File: src/irq_vec_consts.svh
// Constants for the interrupt vector and mask block
`ifndef IRQ_VEC_CONSTS_SVH
`define IRQ_VEC_CONSTS_SVH
`define NUM_SRC           5
`define VEC_RECEIVER      6'h04
`define VEC_TRANSMITTER   6'h08
`define VEC_TURNAROUND    6'h0C
`define VEC_BIDIR         6'h10
`define VEC_TIMER         6'h14
`define VEC_NONE          6'h00
`define PRIO_RECEIVER     3'h1
`define PRIO_TRANSMITTER  3'h2
`define PRIO_TURNAROUND   3'h3
`define PRIO_BIDIR        3'h4
`define PRIO_TIMER        3'h5
`define BIT_RECEIVER      0
`define BIT_TRANSMITTER   1
`define BIT_TURNAROUND    2
`define BIT_BIDIR         3
`define BIT_TIMER         4
`define ADDR_MASK         12'h000
`define ADDR_STATUS       12'h004
`define ADDR_ENABLE       12'h008
`define ADDR_VECTOR       12'h00C
`define ADDR_CONFIG       12'h010
`define ADDR_RAW          12'h014
`define RST_MASK          5'h00
`define RST_ENABLE        5'h00
`define RST_CONFIG        1'h0
`define RESP_OKAY         2'h0
`define RESP_SLVERR       2'h2
`endif

File: src/irq_vec_pkg.sv
// Types for the interrupt vector and mask block
`include "irq_vec_consts.svh"
package irq_vec_pkg;
  typedef logic [`NUM_SRC-1:0] src_vec_t;
  typedef logic [5:0]          vector_t;
  typedef struct packed {
    logic [11:0] addr;
    logic [31:0] data;
    logic [3:0]  strb;
  } wr_req_t;
  typedef struct packed {
    logic    valid;
    vector_t code;
    logic [2:0] level;
  } grant_t;
  typedef enum logic [1:0] {
    WR_IDLE,
    WR_RESP
  } wr_state_t;
endpackage

File: src/irq_priority_pick.sv
// Fixed-priority selector returning vector code and level
`timescale 1ns/1ps
`include "irq_vec_consts.svh"
module irq_priority_pick (
  // Clock and reset
  input  wire logic               clk_i,
  input  wire logic               srst_i,
  // Pending unmasked requests
  input  wire irq_vec_pkg::src_vec_t req_i,
  // Registered winner
  output irq_vec_pkg::grant_t     grant_o
);
  import irq_vec_pkg::*;
  grant_t next_grant;

  always_comb begin
    next_grant = '{valid: 1'b0, code: `VEC_NONE, level: 3'h0};
    if (req_i[`BIT_RECEIVER]) begin
      next_grant = '{valid: 1'b1, code: `VEC_RECEIVER, level: `PRIO_RECEIVER};
    end else if (req_i[`BIT_TRANSMITTER]) begin
      next_grant = '{valid: 1'b1, code: `VEC_TRANSMITTER, level: `PRIO_TRANSMITTER};
    end else if (req_i[`BIT_TURNAROUND]) begin
      next_grant = '{valid: 1'b1, code: `VEC_TURNAROUND, level: `PRIO_TURNAROUND};
    end else if (req_i[`BIT_BIDIR]) begin
      next_grant = '{valid: 1'b1, code: `VEC_BIDIR, level: `PRIO_BIDIR};
    end else if (req_i[`BIT_TIMER]) begin
      next_grant = '{valid: 1'b1, code: `VEC_TIMER, level: `PRIO_TIMER};
    end
  end

  always_ff @(posedge clk_i) begin
    if (srst_i) begin
      grant_o <= '{valid: 1'b0, code: `VEC_NONE, level: 3'h0};
    end else begin
      grant_o <= next_grant;
    end
  end
endmodule

File: src/irq_vector_mask.sv
// Interrupt mask, sticky status, vectoring and AXI4-Lite registers
//
// Decided for this implementation: the AXI4-Lite register port and the placing of the registers.
`timescale 1ns/1ps
`include "irq_vec_consts.svh"
// What this block does
// - Timer vector 010100, lowest level five
// - Bidirectional vector 010000, level four
// - Five-bit mask, zero masks none, bit0 receiver
// - Bits: 1 transmit, 2 turnaround, 3 bidir, 4 timer
// - Set mask bit blocks its source, except bit 3 in output mode
// - Bidir pin output: bit 3 drives level
module irq_vector_mask (
  // Clock and reset
  input  wire logic                  CLK_I,
  input  wire logic                  SRST_I,
  // Interrupt sources, same clock domain
  input  wire irq_vec_pkg::src_vec_t SRC_REQ_I,
  // Bidirectional request pin
  input  wire logic                  BIDIR_PIN_I,
  output logic                       BIDIR_PIN_O,
  output logic                       BIDIR_PIN_OE_O,
  // Vector output
  output logic                       IRQ_O,
  output irq_vec_pkg::vector_t       VECTOR_O,
  output logic [2:0]                 LEVEL_O,
  // AXI4-Lite write address
  input  wire logic [11:0]           S_AXI_AWADDR,
  input  wire logic                  S_AXI_AWVALID,
  output logic                       S_AXI_AWREADY,
  // AXI4-Lite write data
  input  wire logic [31:0]           S_AXI_WDATA,
  input  wire logic [3:0]            S_AXI_WSTRB,
  input  wire logic                  S_AXI_WVALID,
  output logic                       S_AXI_WREADY,
  // AXI4-Lite write response
  output logic [1:0]                 S_AXI_BRESP,
  output logic                       S_AXI_BVALID,
  input  wire logic                  S_AXI_BREADY,
  // AXI4-Lite read address
  input  wire logic [11:0]           S_AXI_ARADDR,
  input  wire logic                  S_AXI_ARVALID,
  output logic                       S_AXI_ARREADY,
  // AXI4-Lite read data
  output logic [31:0]                S_AXI_RDATA,
  output logic [1:0]                 S_AXI_RRESP,
  output logic                       S_AXI_RVALID,
  input  wire logic                  S_AXI_RREADY
);
  import irq_vec_pkg::*;

  src_vec_t  interrupt_mask_field;
  src_vec_t  status;
  src_vec_t  enable;
  logic      bidir_pin_is_output;
  logic      pin_meta;
  logic      pin_sync;
  logic      pin_prev;
  src_vec_t  raw_req;
  src_vec_t  active_req;
  src_vec_t  pending;
  grant_t    grant;

  // Write channel capture
  logic      aw_held;
  logic      w_held;
  wr_req_t   wr_req;
  wr_state_t wr_state;

  // Pin synchroniser
  always_ff @(posedge CLK_I) begin
    if (SRST_I) begin
      pin_meta <= 1'b0;
      pin_sync <= 1'b0;
      pin_prev <= 1'b0;
    end else begin
      pin_meta <= BIDIR_PIN_I;
      pin_sync <= pin_meta;
      pin_prev <= pin_sync;
    end
  end

  // Pin acts as a request only while it is an input; rising edge requests
  wire bidir_edge = ~bidir_pin_is_output & pin_sync & ~pin_prev;

  always_comb begin
    raw_req = SRC_REQ_I;
    raw_req[`BIT_BIDIR] = SRC_REQ_I[`BIT_BIDIR] | bidir_edge;
  end

  assign BIDIR_PIN_O    = bidir_pin_is_output & interrupt_mask_field[`BIT_BIDIR];
  assign BIDIR_PIN_OE_O = bidir_pin_is_output;

  // mask bit positions, set bit blocks; bit 3 not a mask in output mode
  src_vec_t eff_mask;
  always_comb begin
    eff_mask = interrupt_mask_field;
    if (bidir_pin_is_output) begin
      eff_mask[`BIT_BIDIR] = 1'b0;
    end
  end

  // In output mode the bidir source can only come from its sticky bit's other inputs
  assign active_req = status & enable & ~eff_mask;
  assign pending    = active_req;

  irq_priority_pick u_pick (
    .clk_i   (CLK_I),
    .srst_i  (SRST_I),
    .req_i   (pending),
    .grant_o (grant)
  );

  assign IRQ_O    = grant.valid;
  assign VECTOR_O = grant.code;
  assign LEVEL_O  = grant.level;

  // Write decode
  wire       wr_fire   = aw_held & w_held & (wr_state == WR_IDLE);
  wire       wr_lane0  = wr_req.strb[0];
  wire       wr_mask   = wr_fire & wr_lane0 & (wr_req.addr == `ADDR_MASK);
  wire       wr_status = wr_fire & wr_lane0 & (wr_req.addr == `ADDR_STATUS);
  wire       wr_enable = wr_fire & wr_lane0 & (wr_req.addr == `ADDR_ENABLE);
  wire       wr_config = wr_fire & wr_lane0 & (wr_req.addr == `ADDR_CONFIG);
  wire       wr_known  = (wr_req.addr == `ADDR_MASK) | (wr_req.addr == `ADDR_STATUS) |
                         (wr_req.addr == `ADDR_ENABLE) | (wr_req.addr == `ADDR_CONFIG) |
                         (wr_req.addr == `ADDR_VECTOR) | (wr_req.addr == `ADDR_RAW);
  wire [4:0] clr_bits  = wr_status ? wr_req.data[4:0] : 5'h00;

  assign S_AXI_AWREADY = ~aw_held & (wr_state == WR_IDLE);
  assign S_AXI_WREADY  = ~w_held & (wr_state == WR_IDLE);

  // Channel capture and response
  always_ff @(posedge CLK_I) begin
    if (SRST_I) begin
      aw_held      <= 1'b0;
      w_held       <= 1'b0;
      wr_req       <= '0;
      wr_state     <= WR_IDLE;
      S_AXI_BVALID <= 1'b0;
      S_AXI_BRESP  <= `RESP_OKAY;
    end else begin
      if (S_AXI_AWVALID & S_AXI_AWREADY) begin
        aw_held     <= 1'b1;
        wr_req.addr <= S_AXI_AWADDR;
      end
      if (S_AXI_WVALID & S_AXI_WREADY) begin
        w_held      <= 1'b1;
        wr_req.data <= S_AXI_WDATA;
        wr_req.strb <= S_AXI_WSTRB;
      end
      case (wr_state)
        WR_IDLE: begin
          if (wr_fire) begin
            aw_held      <= 1'b0;
            w_held       <= 1'b0;
            S_AXI_BVALID <= 1'b1;
            S_AXI_BRESP  <= wr_known ? `RESP_OKAY : `RESP_SLVERR;
            wr_state     <= WR_RESP;
          end
        end
        WR_RESP: begin
          if (S_AXI_BREADY) begin
            S_AXI_BVALID <= 1'b0;
            wr_state     <= WR_IDLE;
          end
        end
        default: begin
          wr_state <= WR_IDLE;
        end
      endcase
    end
  end

  // Control registers
  always_ff @(posedge CLK_I) begin
    if (SRST_I) begin
      interrupt_mask_field <= `RST_MASK;
      enable               <= `RST_ENABLE;
      bidir_pin_is_output  <= `RST_CONFIG;
    end else begin
      if (wr_mask) begin
        interrupt_mask_field <= wr_req.data[4:0];
      end
      if (wr_enable) begin
        enable <= wr_req.data[4:0];
      end
      if (wr_config) begin
        bidir_pin_is_output <= wr_req.data[0];
      end
    end
  end

  // Sticky status, a new event wins over a clear
  always_ff @(posedge CLK_I) begin
    if (SRST_I) begin
      status <= 5'h00;
    end else begin
      status <= (status & ~clr_bits) | raw_req;
    end
  end

  // Read path
  logic [31:0] next_rdata;
  logic        next_rerr;
  always_comb begin
    next_rdata = 32'h0000_0000;
    next_rerr  = 1'b0;
    case (S_AXI_ARADDR)
      `ADDR_MASK:   next_rdata[4:0] = interrupt_mask_field;
      `ADDR_STATUS: next_rdata[4:0] = status;
      `ADDR_ENABLE: next_rdata[4:0] = enable;
      `ADDR_VECTOR: next_rdata[9:0] = {grant.valid, grant.level, grant.code};
      `ADDR_CONFIG: next_rdata[1:0] = {pin_sync, bidir_pin_is_output};
      `ADDR_RAW:    next_rdata[4:0] = raw_req;
      default:      next_rerr = 1'b1;
    endcase
  end

  assign S_AXI_ARREADY = ~S_AXI_RVALID;

  always_ff @(posedge CLK_I) begin
    if (SRST_I) begin
      S_AXI_RVALID <= 1'b0;
      S_AXI_RDATA  <= 32'h0000_0000;
      S_AXI_RRESP  <= `RESP_OKAY;
    end else if (S_AXI_ARVALID & S_AXI_ARREADY) begin
      S_AXI_RVALID <= 1'b1;
      S_AXI_RDATA  <= next_rdata;
      S_AXI_RRESP  <= next_rerr ? `RESP_SLVERR : `RESP_OKAY;
    end else if (S_AXI_RREADY) begin
      S_AXI_RVALID <= 1'b0;
    end
  end
endmodule

File: config.mk
export PLATFORM = sky130hd
export DESIGN_NAME = irq_vector_mask
export DESIGN_NICKNAME = d
export VERILOG_FILES = /design/src/irq_vec_pkg.sv /design/src/irq_priority_pick.sv /design/src/irq_vector_mask.sv
export VERILOG_INCLUDE_DIRS = /design/src /design/src/src
export SDC_FILE = /design/constraint.sdc
export NUM_CORES = 1
export LEC_CHECK = 0
export BUFFER_PORTS_ARGS = -buffer_cell sky130_fd_sc_hd__buf_2
export CAP_MARGIN = 10
export CORE_ASPECT_RATIO = 1.25
export CORE_MARGIN = 5
export CORE_UTILIZATION = 32
export CTS_BUF_LIST = sky130_fd_sc_hd__clkbuf_4 sky130_fd_sc_hd__clkbuf_8 sky130_fd_sc_hd__clkbuf_16
export DETAILED_ROUTE_END_ITERATION = 12
export PLACE_DENSITY = 0.63
export SLEW_MARGIN = 20
export SYNTH_ARGS = -nofsm -noshare
export SYNTH_HDL_FRONTEND = slang
export SYNTH_HIERARCHICAL = 1
export SYNTH_SLANG_ARGS = --single-unit
File: constraint.sdc
create_clock -name CLK_I -period 6.45 [get_ports CLK_I]
set_clock_uncertainty 0.15 [all_clocks]
set_input_delay 1.29 -clock CLK_I [delete_from_list [all_inputs] [get_ports CLK_I]]
set_output_delay 1.29 -clock CLK_I [all_outputs]
set_load 0.005 [all_outputs]
==> results_dict.tcl <==
set metrics [dict create \
    status "completed" \
    dp_hpwl_um 5160 \
    fin_ws_ps 3420 \
    fin_crit_ps 3030 \
    grt_max_degree 58 \
    die_y_um 114 \
    nNetsFinal 454 \
    powerDensity_mw_per_mm2 246 \
    worstPathRequired_ps 6550 \
    cts_tree "yes" \
    hold_buffers 0 \
    place_ws_ps 2900 \
    synth_top_area_share 0.412 \
    drt_iter0_drc 132 \
    rows 38 \
    grt_overflow 0 \
    r2r_setup_slack_ps 4060 \
    slew_violations 0 \
    detail_route.vias_per_cell 4.94 \
    place_congestion 0.772 \
    clk-insertion-delay-late_ps 330 \
    numCtsBuffers 9 \
    grt_pass1_wl_um 11000 \
    grt_usage 0.133 \
    first_global_vias 2302 \
    end_kind "register" \
    maxCapViolCount 0 \
    crit_end "S_AXI_RDATA[2]$_SDFFE_PP0P_" \
    crit_path_max_fanout 6 \
    antennaDiodeCount 0 \
    synth_top_area_cell "dfxtp_1" \
    ir_worst_vdd_mv 0.115 \
    drive_gt1_frac 0.272 \
    ff2ff_path_depth 4 \
    rr_endpoint "BIDIR_PIN_OE_O$_SDFFE_PP0P_" \
    arrival_ps 3130 \
    vias 2399 \
    slew_headroom 0.552 \
    dr.pass1.iters 4 \
    min_path_type "reg -> reg" \
    crit_type "in -> reg" \
    antenna_found_initial 0 \
    clockBufferDepth 2 \
    p_leak_nw 1.37 \
    finalNonFillerCells 486 \
    rsz0062_at_grt "no" \
    cts_sinks 57 \
    yosys-top-cells-area "dfxtp_1 (41%), buf_4 (8.1%), a21oi_1 (5.2%)" \
    clock.fmax_mhz 330 \
    r2r-start "wr_req[45]$_SDFFE_PP0P_" \
    finalWirelength_um 6980 \
    avgRoutedWirePerCell_um 14.4 \
    dieArea_mm2 0.0106 \
    ys_seq_area_frac 0.412 \
    cts_setup_buffers 0 \
    finalCritPeriodShare 0.470 \
    hold_violations 0 \
    cts.clk_slew.worst_paths_ps 60 \
    drcViolationCount 0 \
    tightest_slew_ps 666 \
    die_x_um 93.2 \
    postSynthCellCount 323 \
    dp_cells 470 \
    cts-root-buf "clkbuf_8" \
    synth.distinct_cells 43 \
    final_antenna_net_count 0 \
    cts_max_level 3 \
    fin_setup_tns_ps 0 \
    synthToLayoutAreaGrowth_pct 17.8 \
    setup_viol 0 \
    ios 126 \
    initial_utilization 0.324 \
    portBuffers 68 \
    core_mm2 0.00856 \
    ys_warn_count 6 \
    ys_ff_latch 57 \
    cts_resized 0 \
    avgSynthCellArea_um2 8.58 \
    critPathLaunch "S_AXI_ARADDR[9]" \
    syn_area_mm2 0.00277 \
    start_kind "input port" \
]
[kinds of logic after synthesis]
kind of cell,share of synthesized area
and+or+nand+nor,0.250
AOI/OAI and AO/OA,0.149
muxes,0.0664
DFF,0.412
other,0.00271
buffers and inverters,0.121
[worst min-delay path by stage]
stage | start | to | slack [ps] | cells past startpoint
floorplan | pin_meta$_SDFF_PP0_ | pin_sync$_SDFF_PP0_ | 260 | 1
global placement | pin_meta$_SDFF_PP0_ | pin_sync$_SDFF_PP0_ | 270 | 1
detailed placement | pin_meta$_SDFF_PP0_ | pin_sync$_SDFF_PP0_ | 270 | 1
CTS | pin_meta$_SDFF_PP0_ | pin_sync$_SDFF_PP0_ | 290 | 1
global route | pin_meta$_SDFF_PP0_ | pin_sync$_SDFF_PP0_ | 310 | 1
finish | pin_meta$_SDFF_PP0_ | pin_sync$_SDFF_PP0_ | 280 | 1
[registers in the layout (all words and copies together), names as in the netlist]
signal / flops
wr_req: 17
S_AXI_RDATA: 10
enable: 5
interrupt_mask_field: 5
status: 5
u_pick/grant_o: 4
BIDIR_PIN_OE_O: 1
S_AXI_BRESP: 1
S_AXI_BVALID: 1
S_AXI_RRESP: 1
S_AXI_RVALID: 1
aw_held: 1
pin_meta: 1
pin_prev: 1
pin_sync: 1
w_held: 1
wr_lane0: 1
[through the flow]
| step | utilization | cell area [um2] | power (mW) | hold slack [ps] |
|---|---|---|---|---|
| final | 0.381 | 3260 | 0.804 | 283 |
| after global placement | 0.357 | 3050 | 0.470 | 271 |
| after detailed placement | 0.357 | 3050 | 0.472 | 274 |
| after CTS | 0.380 | 3250 | 0.813 | 288 |
| after floorplan | - | 2870 | 0.452 | 264 |
| after global routing | 0.381 | 3260 | 0.845 | 309 |
[cells in the final DEF (no fill, tap or decap), types with 3 or more instances in the layout]
| master | synthesis | final |
|---|---|---|
| nor2_1 | 30 | 30 |
| nor4_1 | 7 | 5 |
| buf_2 | 1 | 68 |
| a311oi_1 | 5 | 5 |
| a22oi_1 | 5 | 5 |
| or3b_2 | 3 | 3 |
| nand4b_1 | 10 | 10 |
| and3b_1 | 6 | 6 |
| clkbuf_8 | 0 | 10 |
| mux2i_1 | 6 | 6 |
| o21ai_0 | 13 | 13 |
| and2_1 | 3 | 3 |
| a211oi_1 | 6 | 6 |
| nand2b_1 | 4 | 4 |
| a21oi_1 | 29 | 29 |
| a221oi_1 | 3 | 3 |
| nand2_1 | 32 | 32 |
| inv_1 | 11 | 11 |
| dfxtp_1 | 57 | 57 |
| nor3_1 | 5 | 5 |
| clkbuf_4 | 0 | 3 |
| nor2b_1 | 6 | 6 |
| mux2_2 | 7 | 7 |
| conb_1 | 2 | 27 |
[synthesized netlist by cell type, drive strengths merged]
cell	instances
nand2b	4
buf	31
mux2i	6
nor3	6
and2	3
nand2	32
inv	11
or3b	3
conb	2
a21oi	29
nor3b	2
nand3b	2
a32oi	2
a22oi	5
mux2	7
nor4	7
nor2b	6
nand4b	10
mux4	2
clkbuf	17
nand4bb	1
nand4	1
o21bai	1
a221oi	3
nor4b	1
nor2	30
or2	2
or4	2
o31ai	1
dfxtp	57
or4bb	1
o21ai	14
or4b	1
a211oi	6
nor4bb	1
and3b	6
or3	2
a311oi	5
a2111o	1
[where the power goes]
part | switching [mW] | leakage [nW] | total, mW | internal [mW]
clock | 0.138 | 0.108 | 0.339 | 0.201
combinational | 0.0462 | 0.800 | 0.0831 | 0.0369
sequential | 0.0148 | 0.466 | 0.382 | 0.367
total | 0.199 | 1.37 | 0.804 | 0.605
[area by class of cell]
class | instances | area (um2)
Multi-Input combinational cell | 232 | 1400
Clock buffer | 13 | 160
Sequential cell | 57 | 1140
Fill cell | 908 | 5290
Timing Repair Buffer | 70 | 355
Clock inverter | 3 | 40.0
Inverter | 11 | 41.3
Tap cell | 100 | 125
[worst max-delay path, stage by stage]
cell and delay [ps]:
buf_2 90, or4_1 640, nor4_1 640, a221oi_1 210, a211oi_1 250
[layer usage]
metal	routed length, um	vias to the layer above	part of all wire	GRT usage
met5	0	-	0	0
met4	122	0	0.017	0.0587
met3	367	12	0.053	0.0402
met2	3620	66	0.52	0.232
met1	2880	1115	0.41	0.147
li1	-	1206	-	-
Power figures use the tool's default switching activity.
